===== src/core/bsdac_defs.svh =====
// Register map, field positions and timing counts of the bitstream converter
`ifndef BSDAC_DEFS_SVH
`define BSDAC_DEFS_SVH

`define BSDAC_OFS_SAMPLE  8'h00
`define BSDAC_OFS_CONTROL 8'h08
`define BSDAC_OFS_MASK    8'h0C
`define BSDAC_OFS_IEN     8'h10
`define BSDAC_OFS_IDIS    8'h14
`define BSDAC_OFS_ICLR    8'h18
`define BSDAC_OFS_STATUS  8'h1C

`define BSDAC_BIT_EN   31
`define BSDAC_BIT_SWAP 30
`define BSDAC_BIT_RDY  29
`define BSDAC_BIT_UND  28

`define BSDAC_RST_WORD 32'h0000_0000
`define BSDAC_RESP_OKAY   2'h0
`define BSDAC_RESP_SLVERR 2'h2

// Conversion clock edges per sample, and oversampling ratio
`define BSDAC_TICKS_PER_SAMPLE 256
`define BSDAC_TICK_W 8
`define BSDAC_OSR 128

// FIR gain of 8 and CIC gain of 2**21 are removed together
`define BSDAC_OUT_SHIFT 24
// Modulator input scaling 13/8 and feedback level
`define BSDAC_SDM_SHIFT 3
`define BSDAC_SDM_FB 131072

`endif


===== src/core/bsdac_pkg.sv =====
// Shared types of the bitstream converter
package bsdac_pkg;
  typedef enum logic [0:0] {
    BSDAC_WR_COLLECT,
    BSDAC_WR_RESP
  } bsdac_wr_state_type;
  typedef logic signed [15:0] bsdac_sample_type;
endpackage


===== src/core/bsdac_interp.sv =====
// Equalizing FIR and fourth-order CIC interpolator for one channel
`timescale 1ns/10ps
`default_nettype none
`include "bsdac_defs.svh"
module bsdac_interp #(
  parameter int CW = 44
) (
  input  wire logic                        aclk,
  input  wire logic                        aresetn,
  input  wire logic                        clr,
  input  wire logic                        load,
  input  wire logic                        step,
  input  wire bsdac_pkg::bsdac_sample_type sample,
  output logic signed [17:0]               y
);
  typedef struct packed {
    logic [15:0]        x1;
    logic [15:0]        x2;
    logic [3:0][CW-1:0] cd;
    logic [CW-1:0]      co;
    logic               inj;
    logic [3:0][CW-1:0] ig;
    logic [17:0]        y;
  } bsdac_interp_st_type;
  bsdac_interp_st_type s;
  bsdac_interp_st_type n;

  function automatic logic [CW-1:0] sx(input logic [15:0] v);
    return {{(CW-16){v[15]}}, v};
  endfunction

  always_comb begin
    logic [CW-1:0] c;
    c = '0;
    n = s;
    // Zero-stuffed integrators at 128 times the sample rate
    if (step) begin
      n.ig[0] = s.ig[0] + (s.inj ? s.co : '0);
      for (int k = 1; k < 4; k++) begin
        n.ig[k] = s.ig[k] + s.ig[k-1];
      end
      n.inj = 1'b0;
      n.y = s.ig[3][`BSDAC_OUT_SHIFT +: 18];
    end
    if (load) begin
      // Taps -1, 10, -1 lift the passband that the sinc droops
      c = (sx(s.x1) <<< 3) + (sx(s.x1) <<< 1) - sx(sample) - sx(s.x2);
      for (int k = 0; k < 4; k++) begin
        n.cd[k] = c;
        c = c - s.cd[k];
      end
      n.co = c;
      n.inj = 1'b1;
      n.x2 = s.x1;
      n.x1 = sample;
    end
    if (clr) begin
      n = '0;
    end
  end

  always_ff @(posedge aclk) begin
    if (!aresetn) begin
      s <= '0;
    end else begin
      s <= n;
    end
  end

  assign y = s.y;
endmodule
`default_nettype wire


===== src/core/bsdac_sdm.sv =====
// Third-order one-bit sigma-delta modulator for one channel
`timescale 1ns/10ps
`default_nettype none
`include "bsdac_defs.svh"
module bsdac_sdm #(
  parameter int MW = 26
) (
  input  wire logic               aclk,
  input  wire logic               aresetn,
  input  wire logic               clr,
  input  wire logic               step,
  input  wire logic signed [17:0] v,
  output logic                    bit_o,
  output logic                    bit_inv
);
  typedef struct packed {
    logic [MW-1:0] i1;
    logic [MW-1:0] i2;
    logic [MW-1:0] i3;
    logic          bit_o;
    logic          bit_inv;
  } bsdac_sdm_st_type;
  localparam bsdac_sdm_st_type SDM_RST = '{default: '0, bit_inv: 1'b1};
  localparam logic [MW-1:0] FB = MW'(`BSDAC_SDM_FB);
  bsdac_sdm_st_type s;
  bsdac_sdm_st_type n;

  function automatic logic [MW-1:0] asr(input logic [MW-1:0] a,
                                        input int k);
    return $unsigned($signed(a) >>> k);
  endfunction

  always_comb begin
    logic [MW-1:0] e;
    logic [MW-1:0] x;
    logic [MW-1:0] fb;
    e = {{(MW-18){v[17]}}, v};
    x = asr((e <<< 3) + (e <<< 2) + e, `BSDAC_SDM_SHIFT);
    // A true bit of one stands for a negative level: inverted polarity
    fb = s.bit_o ? (~FB + 1'b1) : FB;
    n = s;
    if (step) begin
      n.i1 = s.i1 + asr(x - fb, 2);
      n.i2 = s.i2 + asr(s.i1 - fb, 1);
      n.i3 = s.i3 + (s.i2 - fb);
      n.bit_o = n.i3[MW-1];
      n.bit_inv = ~n.i3[MW-1];
    end
    if (clr) begin
      n = SDM_RST;
    end
  end

  always_ff @(posedge aclk) begin
    if (!aresetn) begin
      s <= SDM_RST;
    end else begin
      s <= n;
    end
  end

  assign bit_o = s.bit_o;
  assign bit_inv = s.bit_inv;
endmodule
`default_nettype wire


===== src/core/bsdac_top.sv =====
// Stereo bitstream converter: AXI4-Lite registers, sample handoff, channels
// Functional notes
// - Each channel drives a bitstream and its complement.
// - Control bit 31 enables the block; resets to zero.
// - Ready status flag rises when a new sample word can be taken.
// - Sample must arrive within 256 conversion clocks, else underrun flagged.
// - Status read clears flags; clear register clears bits written one.
// - Channel samples are signed two's complement 16-bit values.
// - Channel 0 from bits 15..0, channel 1 from bits 31..16.
// - Control bit 30 swaps the halfwords of each sample write.
// - DMA is requested whenever ready; enable alone suffices.
// - Two third-order modulators, oversampling ratio 128.
// - Three-tap FIR equalizer before the interpolator.
// - Fourth-order CIC interpolator raises the rate by 128.
// - Modulator: three integrators, each with feedback, one-bit quantizer.
// - Full positive gives density near 38/128, negative near 90/128.
// - Mask set via enable, cleared via disable register; bits 29, 28.
// - Underrun flag stays set until reset or cleared.
// - Ready status reads zero while a word cannot be taken.
`timescale 1ns/10ps
`default_nettype none
`include "bsdac_defs.svh"
module bsdac_top #(
  parameter int AW = 8
) (
  input  wire logic          aclk,
  input  wire logic          aresetn,
  input  wire logic [AW-1:0] s_axi_awaddr,
  input  wire logic          s_axi_awvalid,
  output logic               s_axi_awready,
  input  wire logic [31:0]   s_axi_wdata,
  input  wire logic [3:0]    s_axi_wstrb,
  input  wire logic          s_axi_wvalid,
  output logic               s_axi_wready,
  output logic [1:0]         s_axi_bresp,
  output logic               s_axi_bvalid,
  input  wire logic          s_axi_bready,
  input  wire logic [AW-1:0] s_axi_araddr,
  input  wire logic          s_axi_arvalid,
  output logic               s_axi_arready,
  output logic [31:0]        s_axi_rdata,
  output logic [1:0]         s_axi_rresp,
  output logic               s_axi_rvalid,
  input  wire logic          s_axi_rready,
  input  wire logic          conversion_clock,
  output logic               dma_req,
  output logic               irq,
  output logic               bitstream_out_a,
  output logic               bitstream_out_a_inv,
  output logic               bitstream_out_b,
  output logic               bitstream_out_b_inv
);
  typedef struct packed {
    bsdac_pkg::bsdac_wr_state_type wst;
    logic                          aw_have;
    logic [AW-1:0]                 aw_addr;
    logic                          w_have;
    logic [31:0]                   w_data;
    logic [3:0]                    w_strb;
    logic [1:0]                    bresp;
    logic                          rvalid;
    logic [31:0]                   rdata;
    logic [1:0]                    rresp;
    logic                          en;
    logic                          swap;
    logic [1:0]                    mask;
    logic                          st_ready;
    logic                          st_underrun;
    logic                          ready;
    logic                          irq;
    logic [31:0]                   sample_word;
    logic                          buf_full;
    logic [31:0]                   chan_word;
    logic                          cs1;
    logic                          cs2;
    logic                          cs3;
    logic [`BSDAC_TICK_W-1:0]      tick_cnt;
    logic                          load;
    logic                          step;
  } bsdac_top_st_type;

  localparam logic [`BSDAC_TICK_W-1:0] TICK_LAST =
    `BSDAC_TICK_W'(`BSDAC_TICKS_PER_SAMPLE - 1);

  bsdac_top_st_type s;
  bsdac_top_st_type n;

  logic          aw_hs;
  logic          w_hs;
  logic          ar_hs;
  logic          wr_go;
  logic [AW-1:0] wa;
  logic [31:0]   wd;
  logic [31:0]   bmask;
  logic [31:0]   wr_data;
  logic [31:0]   wr_bm;
  logic [1:0]    fbits;
  logic          wr_sdr;
  logic          wr_ctrl;
  logic          wr_ien;
  logic          wr_idis;
  logic          wr_iclr;
  logic          rd_clr;
  logic          und_set;
  logic [1:0]    clr_bits;
  logic          ready_nxt;
  logic          conv_edge;
  logic [1:0]    bits_true;
  logic [1:0]    bits_inv;

  function automatic logic at(input logic [AW-1:0] a, input logic [7:0] o);
    return a == AW'(o);
  endfunction

  function automatic logic [31:0] halfswap(input logic [31:0] v);
    return {v[15:0], v[31:16]};
  endfunction

  function automatic logic [31:0] bytemask(input logic [3:0] st);
    return {{8{st[3]}}, {8{st[2]}}, {8{st[1]}}, {8{st[0]}}};
  endfunction

  function automatic logic mapped(input logic [AW-1:0] a);
    if (at(a, `BSDAC_OFS_SAMPLE) || at(a, `BSDAC_OFS_CONTROL)) begin
      return 1'b1;
    end else if (at(a, `BSDAC_OFS_MASK) || at(a, `BSDAC_OFS_IEN)) begin
      return 1'b1;
    end else if (at(a, `BSDAC_OFS_IDIS) || at(a, `BSDAC_OFS_ICLR)) begin
      return 1'b1;
    end else if (at(a, `BSDAC_OFS_STATUS)) begin
      return 1'b1;
    end else begin
      return 1'b0;
    end
  endfunction

  always_comb begin
    n = s;
    aw_hs = s_axi_awvalid & s_axi_awready;
    w_hs = s_axi_wvalid & s_axi_wready;
    ar_hs = s_axi_arvalid & s_axi_arready;
    // Conversion clock is a pin: two flops, then edge detect on the second
    n.cs1 = conversion_clock;
    n.cs2 = s.cs1;
    n.cs3 = s.cs2;
    conv_edge = s.cs2 & ~s.cs3;
    n.load = 1'b0;
    n.step = 1'b0;
    und_set = 1'b0;
    rd_clr = 1'b0;

    // Write channel: address and data may arrive in either order
    wr_go = 1'b0;
    wa = s.aw_have ? s.aw_addr : s_axi_awaddr;
    wd = s.w_have ? s.w_data : s_axi_wdata;
    bmask = bytemask(s.w_have ? s.w_strb : s_axi_wstrb);
    case (s.wst)
      bsdac_pkg::BSDAC_WR_COLLECT: begin
        if (aw_hs) begin
          n.aw_have = 1'b1;
          n.aw_addr = s_axi_awaddr;
        end
        if (w_hs) begin
          n.w_have = 1'b1;
          n.w_data = s_axi_wdata;
          n.w_strb = s_axi_wstrb;
        end
        if ((s.aw_have | aw_hs) && (s.w_have | w_hs)) begin
          wr_go = 1'b1;
          n.aw_have = 1'b0;
          n.w_have = 1'b0;
          n.wst = bsdac_pkg::BSDAC_WR_RESP;
          n.bresp = mapped(wa) ? `BSDAC_RESP_OKAY : `BSDAC_RESP_SLVERR;
        end
      end
      default: begin
        if (s_axi_bready) begin
          n.wst = bsdac_pkg::BSDAC_WR_COLLECT;
        end
      end
    endcase
    wr_sdr = wr_go && at(wa, `BSDAC_OFS_SAMPLE);
    wr_ctrl = wr_go && at(wa, `BSDAC_OFS_CONTROL);
    wr_ien = wr_go && at(wa, `BSDAC_OFS_IEN);
    wr_idis = wr_go && at(wa, `BSDAC_OFS_IDIS);
    wr_iclr = wr_go && at(wa, `BSDAC_OFS_ICLR);
    // Swap happens on the way in, so a read shows the stored order
    wr_data = s.swap ? halfswap(wd) : wd;
    wr_bm = s.swap ? halfswap(bmask) : bmask;
    fbits = {wd[`BSDAC_BIT_RDY] & bmask[`BSDAC_BIT_RDY],
             wd[`BSDAC_BIT_UND] & bmask[`BSDAC_BIT_UND]};
    if (wr_ctrl && bmask[`BSDAC_BIT_EN]) begin
      n.en = wd[`BSDAC_BIT_EN];
      n.swap = wd[`BSDAC_BIT_SWAP];
    end
    if (wr_ien) begin
      n.mask = s.mask | fbits;
    end
    if (wr_idis) begin
      n.mask = s.mask & ~fbits;
    end

    // Sample period: 256 conversion edges, modulator step every second
    if (!s.en) begin
      n.tick_cnt = '0;
      n.buf_full = 1'b0;
    end else if (conv_edge) begin
      n.tick_cnt = s.tick_cnt + 1'b1;
      n.step = s.tick_cnt[0];
      if (s.tick_cnt == TICK_LAST) begin
        n.load = 1'b1;
        if (s.buf_full) begin
          n.chan_word = s.sample_word;
          n.buf_full = 1'b0;
        end else begin
          // Late writer: the last sample is replayed
          und_set = 1'b1;
        end
      end
    end
    if (wr_sdr) begin
      n.sample_word = (s.sample_word & ~wr_bm) | (wr_data & wr_bm);
      n.buf_full = s.en;
    end

    // Read channel, one outstanding read
    if (ar_hs) begin
      n.rvalid = 1'b1;
      n.rresp = `BSDAC_RESP_OKAY;
      n.rdata = `BSDAC_RST_WORD;
      if (at(s_axi_araddr, `BSDAC_OFS_SAMPLE)) begin
        n.rdata = s.sample_word;
      end else if (at(s_axi_araddr, `BSDAC_OFS_CONTROL)) begin
        n.rdata[`BSDAC_BIT_EN] = s.en;
        n.rdata[`BSDAC_BIT_SWAP] = s.swap;
      end else if (at(s_axi_araddr, `BSDAC_OFS_MASK)) begin
        n.rdata[`BSDAC_BIT_RDY] = s.mask[1];
        n.rdata[`BSDAC_BIT_UND] = s.mask[0];
      end else if (at(s_axi_araddr, `BSDAC_OFS_STATUS)) begin
        n.rdata[`BSDAC_BIT_RDY] = s.st_ready;
        n.rdata[`BSDAC_BIT_UND] = s.st_underrun;
        rd_clr = 1'b1;
      end else if (!mapped(s_axi_araddr)) begin
        n.rresp = `BSDAC_RESP_SLVERR;
      end
    end else if (s.rvalid && s_axi_rready) begin
      n.rvalid = 1'b0;
    end

    // Status flags: a set in the same cycle beats any clear
    clr_bits = (wr_iclr ? fbits : 2'b00) | {rd_clr, rd_clr};
    ready_nxt = n.en & ~n.buf_full;
    n.ready = ready_nxt;
    n.st_ready = (s.st_ready & ~clr_bits[1]) | (ready_nxt & ~s.ready);
    if (!ready_nxt) begin
      n.st_ready = 1'b0;
    end
    n.st_underrun = (s.st_underrun & ~clr_bits[0]) | und_set;
    n.irq = |({n.st_ready, n.st_underrun} & n.mask);
  end

  always_ff @(posedge aclk) begin
    if (!aresetn) begin
      s <= '0;
    end else begin
      s <= n;
    end
  end

  assign s_axi_awready = (s.wst == bsdac_pkg::BSDAC_WR_COLLECT) & ~s.aw_have;
  assign s_axi_wready = (s.wst == bsdac_pkg::BSDAC_WR_COLLECT) & ~s.w_have;
  assign s_axi_bvalid = (s.wst == bsdac_pkg::BSDAC_WR_RESP);
  assign s_axi_bresp = s.bresp;
  assign s_axi_arready = ~s.rvalid;
  assign s_axi_rvalid = s.rvalid;
  assign s_axi_rdata = s.rdata;
  assign s_axi_rresp = s.rresp;
  assign dma_req = s.ready;
  assign irq = s.irq;

  // Channel g takes halfword g of the loaded word
  for (genvar g = 0; g < 2; g++) begin : g_chan
    logic signed [17:0] level;
    bsdac_interp u_interp (
      .aclk    (aclk),
      .aresetn (aresetn),
      .clr     (~s.en),
      .load    (s.load),
      .step    (s.step),
      .sample  (s.chan_word[16*g +: 16]),
      .y       (level)
    );
    bsdac_sdm u_sdm (
      .aclk    (aclk),
      .aresetn (aresetn),
      .clr     (~s.en),
      .step    (s.step),
      .v       (level),
      .bit_o   (bits_true[g]),
      .bit_inv (bits_inv[g])
    );
  end

  assign bitstream_out_a = bits_true[0];
  assign bitstream_out_a_inv = bits_inv[0];
  assign bitstream_out_b = bits_true[1];
  assign bitstream_out_b_inv = bits_inv[1];
endmodule
`default_nettype wire


===== config.mk =====
export PLATFORM = sky130hd
export DESIGN_NAME = bsdac_top
export DESIGN_NICKNAME = d
export VERILOG_FILES = /design/src/core/bsdac_pkg.sv /design/src/core/bsdac_interp.sv /design/src/core/bsdac_sdm.sv /design/src/core/bsdac_top.sv
export VERILOG_INCLUDE_DIRS = /design/src /design/src/core
export SDC_FILE = /design/constraint.sdc
export NUM_CORES = 2
export LEC_CHECK = 0
export BUFFER_PORTS_ARGS = -buffer_cell sky130_fd_sc_hd__buf_2
export CORE_MARGIN = 4
export CORE_UTILIZATION = 30
export CTS_CLUSTER_DIAMETER = 80
export DETAILED_ROUTE_END_ITERATION = 6
export HOLD_SLACK_MARGIN = 0.08
export PLACE_DENSITY = 0.5
export SYNTH_ARGS = -nofsm -noshare
export SYNTH_HDL_FRONTEND = slang
export SYNTH_HIERARCHICAL = 1
export SYNTH_SLANG_ARGS = --single-unit

===== constraint.sdc =====
create_clock -name aclk -period 23.3 [get_ports aclk]
set_input_delay 1.165 -clock aclk [delete_from_list [all_inputs] [get_ports aclk]]
set_output_delay 1.165 -clock aclk [all_outputs]
set_load 0.02 [all_outputs]

* Word level (Yosys, flattened, before mapping)
Cells that the tools add are included.
** Storage, ports and cells
- Word-level logic and storage cells :: 248
- Bits of input ports :: 60
- Output and inout port bits :: 47
- Bits in registers :: 1224
** Cells by class
- Equal/unequal tests :: 13
- Multiplexer cells :: 69
- Bitwise operators :: 36
- Reductions and logical operators :: 29
- Add/sub/neg operators :: 39
** Operator list (number)
- subtractor 44 bit :: 10
- 2-to-1 mux 195 bit :: 2
- adder 44 bit :: 8
- adder 26 bit :: 6
- subtractor 26 bit :: 6
- 2-to-1 mux 32 bit :: 4
- 2-to-1 mux 44 bit :: 2
- 2-to-1 mux 33 bit :: 2
- bitwise AND 32 bit :: 2
- equality test 8 x 5 -> 1 bit, second input constant :: 8
- 2-to-1 mux 26 bit :: 2
- adder 22 x 18 -> 23 bit :: 2
- adder 21 x 20 -> 22 bit :: 2
- subtractor 20 x 16 -> 21 bit :: 2
- adder 19 x 17 -> 20 bit :: 2
- 2-to-1 mux 37 bit :: 1
- 2-to-1 mux 1 bit :: 36
- equality test 8 x 4 -> 1 bit, second input constant :: 4
- NOT 32 bit :: 1
- bitwise OR 32 bit :: 1
- 2-to-1 mux 2 bit :: 15
- 2-to-1 mux 28 bit :: 1
- logical NOT 8 bit :: 2
- bitwise AND 1 bit :: 12
- other kinds (17) :: 53

* Logic depth before layout (Yosys ltp)
- Depth in word-level cells :: 16
- Mapped depth :: 58
- Mapped depth without buffers :: 58

* Cells and area by module
The synthesis kept the hierarchy.
** Modules (own cells, without submodules)
- bsdac_interp (g_chan[1].u_interp) :: cells each 3919, instances 1, sequential area each 8187.9 µm², area an instance 31959.4 µm²
- bsdac_interp (g_chan[0].u_interp) :: cells each 3847, instances 1, sequential area each 8187.9 µm², area an instance 31605.3 µm²
- bsdac_sdm (g_chan[0].u_sdm) :: cells each 1041, instances 1, sequential area each 1581.5 µm², area an instance 8408.1 µm²
- bsdac_sdm (g_chan[1].u_sdm) :: cells each 1052, instances 1, sequential area each 1581.5 µm², area an instance 8363.0 µm²
- bsdac_top :: cells each 847, instances 1, sequential area each 3363.2 µm², area an instance 7399.6 µm²

* Worst setup path after synthesis
No wires, ideal clock.
- Path kind :: register to register
- Start :: register g_chan[1].u_interp/s[431] (netlist name)
- End :: register g_chan[1].u_interp/s[236] (netlist name)
- Arrival :: 10.035 ns
- Path slack :: 13.147 ns
- Data required time :: 23.183 ns
- Library setup time :: 0.117 ns
- Path buffers :: 1
- Stages on the path, launching flop included :: 46
- Period minus slack after synthesis :: 10.153 ns
- Cells stage by stage :: dfxtp_1 > inv_1 > fa_1 > inv_1 > fa_1 > ha_1 > a21o_1 > a21oi_1 > o21ai_0 > nor3b_1 > or3_1 > xor2_1 > ha_1 > a21o_1 > a21o_1 > a21oi_1 > nor3b_1 > o211ai_1 > (+10 left out) > a311oi_1 > xnor2_1 > ha_1 > a21o_1 > a211o_1 > o311a_1 > o41ai_1 > a21boi_0 > or3_1 > and2_1 > ha_1 > a21o_1 > a21oi_1 > nor2_1 > a31oi_1 > nand4_1 > and3b_1 > nor3_1
** Between the ends
- Longest elaborated chain between the ends :: 7
** Ends and longest elaborated chain
- start, declared :: line bsdac_interp.sv:25 : bsdac_interp_st_type s;
- start signal, assigned :: line bsdac_interp.sv:66 : s <= n;
- adder 19 x 17 -> 20 bit :: line bsdac_interp.sv:47 : c = (sx(s.x1) <<< 3) + (sx(s.x1) <<< 1) - sx(sample) - sx(s.x2);
- subtractor 20 x 16 -> 21 bit :: line bsdac_interp.sv:47
- subtractor 44 bit :: line bsdac_interp.sv:47
- subtractor 44 bit (4 in a row) :: line bsdac_interp.sv:50 : c = c - s.cd[k];
Every way passes these cells.
A chain may end at the register's enable or synchronous reset.

* Worst setup path in the final report
- Start :: register g_chan[1].u_interp/s[432] (netlist name)
- End :: register g_chan[1].u_interp/s[236] (netlist name)
Same word-level chain as after synthesis.

==> results.cfg <==
[placement]
placed_cells = 14300
detailedPlacementHpwl_um = 174000
count_of_input_and_output_buffers = 104
dpl-instance-area_mm2 = 0.0917
routabilityCongestion = 0.847

[floorplanning]
die_height_um = 549
starting_density_of_the_core = 0.301
core_area_mm2 = 0.291
pin_count = 107
floorplan_die_area_mm2 = 0.301
die_w_um = 549
rows = 198

[worst_setup_path]
worst-endpoint-arrival_ps = 12330
delay_heaviest_family_cp = compound AO/OA/AOI/OAI gates
crit_cells = 45
slowest_stage = a211oi_1
critPathRequiredTime_ps = 23980
critical_path_peak_fanout = 11
start_kind = flip-flop
crit_buf_inv = 2
timing.reg2reg.worst_path_depth = 45
timing.setup.critical_path_class = reg2reg
reg2reg_setup_slack_ps = 11650
timing.critical_path.to_type = flip-flop
critical_path.max_stage_delay_ps = 700
worst_path_most_repeated_cell = ha_1

[synthesis]
synth.top_cell.area_share = 0.261
most_instantiated_library_cell_after_synthesis = nor2_1
yosys_register_bits = 1144
synthTopCellsByArea = dfxtp_1, ha_1, mux2i_1, nor2_1, a21oi_1
synth-main-ff-cell = dfxtp_1
synth_largest_area_cell = dfxtp_1
synthCells = 10700
synth-seq-area-share = 0.261
synth.cells.most_frequent = nor2_1, dfxtp_1, ha_1, inv_1, a21oi_1
synthesis.area_per_instance_um2 = 8.19
postSynth.asyncResetShare = 0
synth_enable_flop_cells = 0
netlist-cell-type-count = 130
yosysWarnings = 6
syn_area_mm2 = 0.0877

[cells_and_area]
filler_instances = 30300
post_route_cells_drive_above_1_share = 0.0546
area_used_by_multi_input_combinational_logic_mm2 = 0.0597
final_design_area_excluding_fillers_mm2 = 0.0971
nets = 11700
area_growth_syn_to_layout_pct = 10.7
fin_cells = 14600
sequential_cell_area_mm2 = 0.0229

[routing]
detail_route.iter0.violations = 3477
post_drt_via_cell_ratio = 4.91
final_antenna_net_count = 0
drt_pre_antenna_iters = 5
vias_after_detailed_routing = 71800
finalWirelength_um = 230000
wl_per_cell_um = 15.8
remaining_drc_errors = 0

[clock_tree]
cts_sinks = 1144
root_buffer = clkbuf_16
htree_num_levels = 4
ctsHoldBuffers = 0
cts_post_setup_buffers_inserted = 0
cts_tree = yes
clk_transition_reported_paths_ps = 60
clock_tree.buffer_depth = 4
tritoncts.num_buffers = 158
cts_resized = 0
clkLatencyLatePin_ps = 830

[sta]
final.min_clock_period_ps = 11650
finalHoldViolCount = 0
fin_worst_skew_ps = 74.7
worst_slew_margin_rel = 0.191
unrepaired_setup_endpoints_after_global_routing = no
final-setup-viol-count = 0
achievable-frequency_mhz = 85.8
tns_setup_ps = 0
whs_ps = 439
min_period_over_period = 0.500
final-max-slew-violation-count = 0
timing_worst_slew_pin_value_ps = 1210

[power_and_ir_drop]
power.density_mw_per_mm2 = 47.1
finalPower_mw = 4.58
p_comb_frac = 0.015
power.share.switching = 0.225
irDropWorstVdd_v = 0.0000494
p_int_mw = 3.55
p_clk_frac = 0.555
static-leakage-power_nw = 40.7
switching_power_of_the_nets_mw = 1.03
power.sequential.fraction = 0.430

[global_route]
grt_overflow_total = 0
antenna_found_initial = 6
grt_first_pass_wirelength_um = 374000
grt_util_all_layers = 0.148
maximum_number_of_pins_on_one_net_before_global_route_repair = 162
vias_in_the_first_global_route = 70500

[flow_run]
drv_cap = 0

[status]
status = finished clean

[hold_path]
min_delay_path_depth = 2
hold_path.class = reg2reg
[worst reg2reg max path: cells and delay by family, from the launching register on]
kind / cells / cell delay [ps]
compound gates: 23 / 6030
xor+xnor: 2 / 390
fa+ha+maj: 8 / 2830
buf+inv: 2 / 150
simple gates: 10 / 1770
flops: 1 / 350
[area by class of cell]
class / instances / share of cell area
multi-input combinational: 8264 / 0.615
sequential: 1144 / 0.236
tap: 3900 / 0.0502
clock buffer: 212 / 0.0463
inverter: 854 / 0.0331
timing repair buffer: 157 / 0.00984
clock inverter: 67 / 0.00978
antenna: 4 / 0.000103
[power groups by stage]
stage | registers [mW] | logic, mW | clock network (mW)
2_1_floorplan | 2.01 | 0.0398 | 0
3_3_place_gp | 2.01 | 0.0693 | 0
3_5_place_dp | 2.01 | 0.0699 | 0
4_1_cts | 1.97 | 0.0701 | 2.64
5_1_grt | 1.97 | 0.0741 | 2.70
6_report | 1.97 | 0.0683 | 2.54
[registers in the layout, summed over array words and instances, names as in the netlist, named ones only]
name	count
s	96
s_axi_bresp	1
s_axi_rvalid	1
g_chan.u_interp/s	782
s_axi_bvalid	1
irq	1
n	2
g_chan.u_interp/y	36
dma_req	1
s_axi_rdata	32
s_axi_rresp	1
g_chan.u_sdm/bit_inv	2
g_chan.u_sdm/s	156
[metal layers]
metal | vias up | GRT usage | wire (µm)
met5 | - | 0 | 0
met4 | 0 | 0.0514 | 7960
met3 | 314 | 0.0147 | 6000
met2 | 886 | 0.250 | 105000
met1 | 33300 | 0.196 | 111000
li1 | 37300 | - | -
[layout by cell type (no fill, tap or decap), types with 79 or more instances in the layout]
cell / Yosys / routed
a211oi_1: 139 / 139
a21o_1: 475 / 475
a21oi_1: 832 / 832
a31oi_1: 90 / 90
and2_1: 123 / 123
and3_1: 79 / 79
buf_2: 14 / 104
clkbuf_16: 0 / 161
dfxtp_1: 1144 / 1141
fa_1: 148 / 148
ha_1: 901 / 901
inv_1: 848 / 847
mux2i_1: 706 / 706
nand2_1: 670 / 668
nand2b_1: 104 / 100
nand3_1: 183 / 183
nand4_1: 95 / 95
nor2_1: 1274 / 1270
nor2b_1: 131 / 128
nor3_1: 132 / 132
o21a_1: 118 / 118
o21ai_0: 493 / 493
o21bai_1: 120 / 120
xnor2_1: 465 / 465
xor2_1: 244 / 244
[metrics by stage]
stage               setup slack, ps  utilization
global placement              11680        0.315
floorplan                     13150            -
CTS                           11670        0.334
detailed placement            11760        0.315
global route                  10660        0.334
finish                        11650        0.334
[cell families (layout without fill, tap and decap cells)]
| group | count (synthesis) | in the layout | share of synthesized area |
|---|---|---|---|
| buffers and inverters | 1299 | 1290 | 0.0595 |
| xor gates and xnor gates | 710 | 710 | 0.0710 |
| DFF | 1144 | 1144 | 0.261 |
| and+or+nand+nor | 3021 | 3021 | 0.159 |
| muxes | 726 | 726 | 0.0831 |
| AOI/OAI and AO/OA | 2756 | 2756 | 0.204 |
| other | 1 | 6 | 0.0000427 |
| adders and majority gates | 1049 | 1049 | 0.162 |
[path summary, 6_finish.rpt]
| check | startpoint | endpoint |
|---|---|---|
| setup / recovery | g_chan[1].u_interp/s[432] | g_chan[1].u_interp/s[236] |
| hold / removal | g_chan[0].u_sdm/bit_inv | g_chan[0].u_sdm/bit_inv |
| setup reg to reg | g_chan[1].u_interp/s[432] | g_chan[1].u_interp/s[236] |
| hold reg to reg | g_chan[0].u_sdm/bit_inv | g_chan[0].u_sdm/bit_inv |
Note: power is estimated with default switching activity, not from simulation.
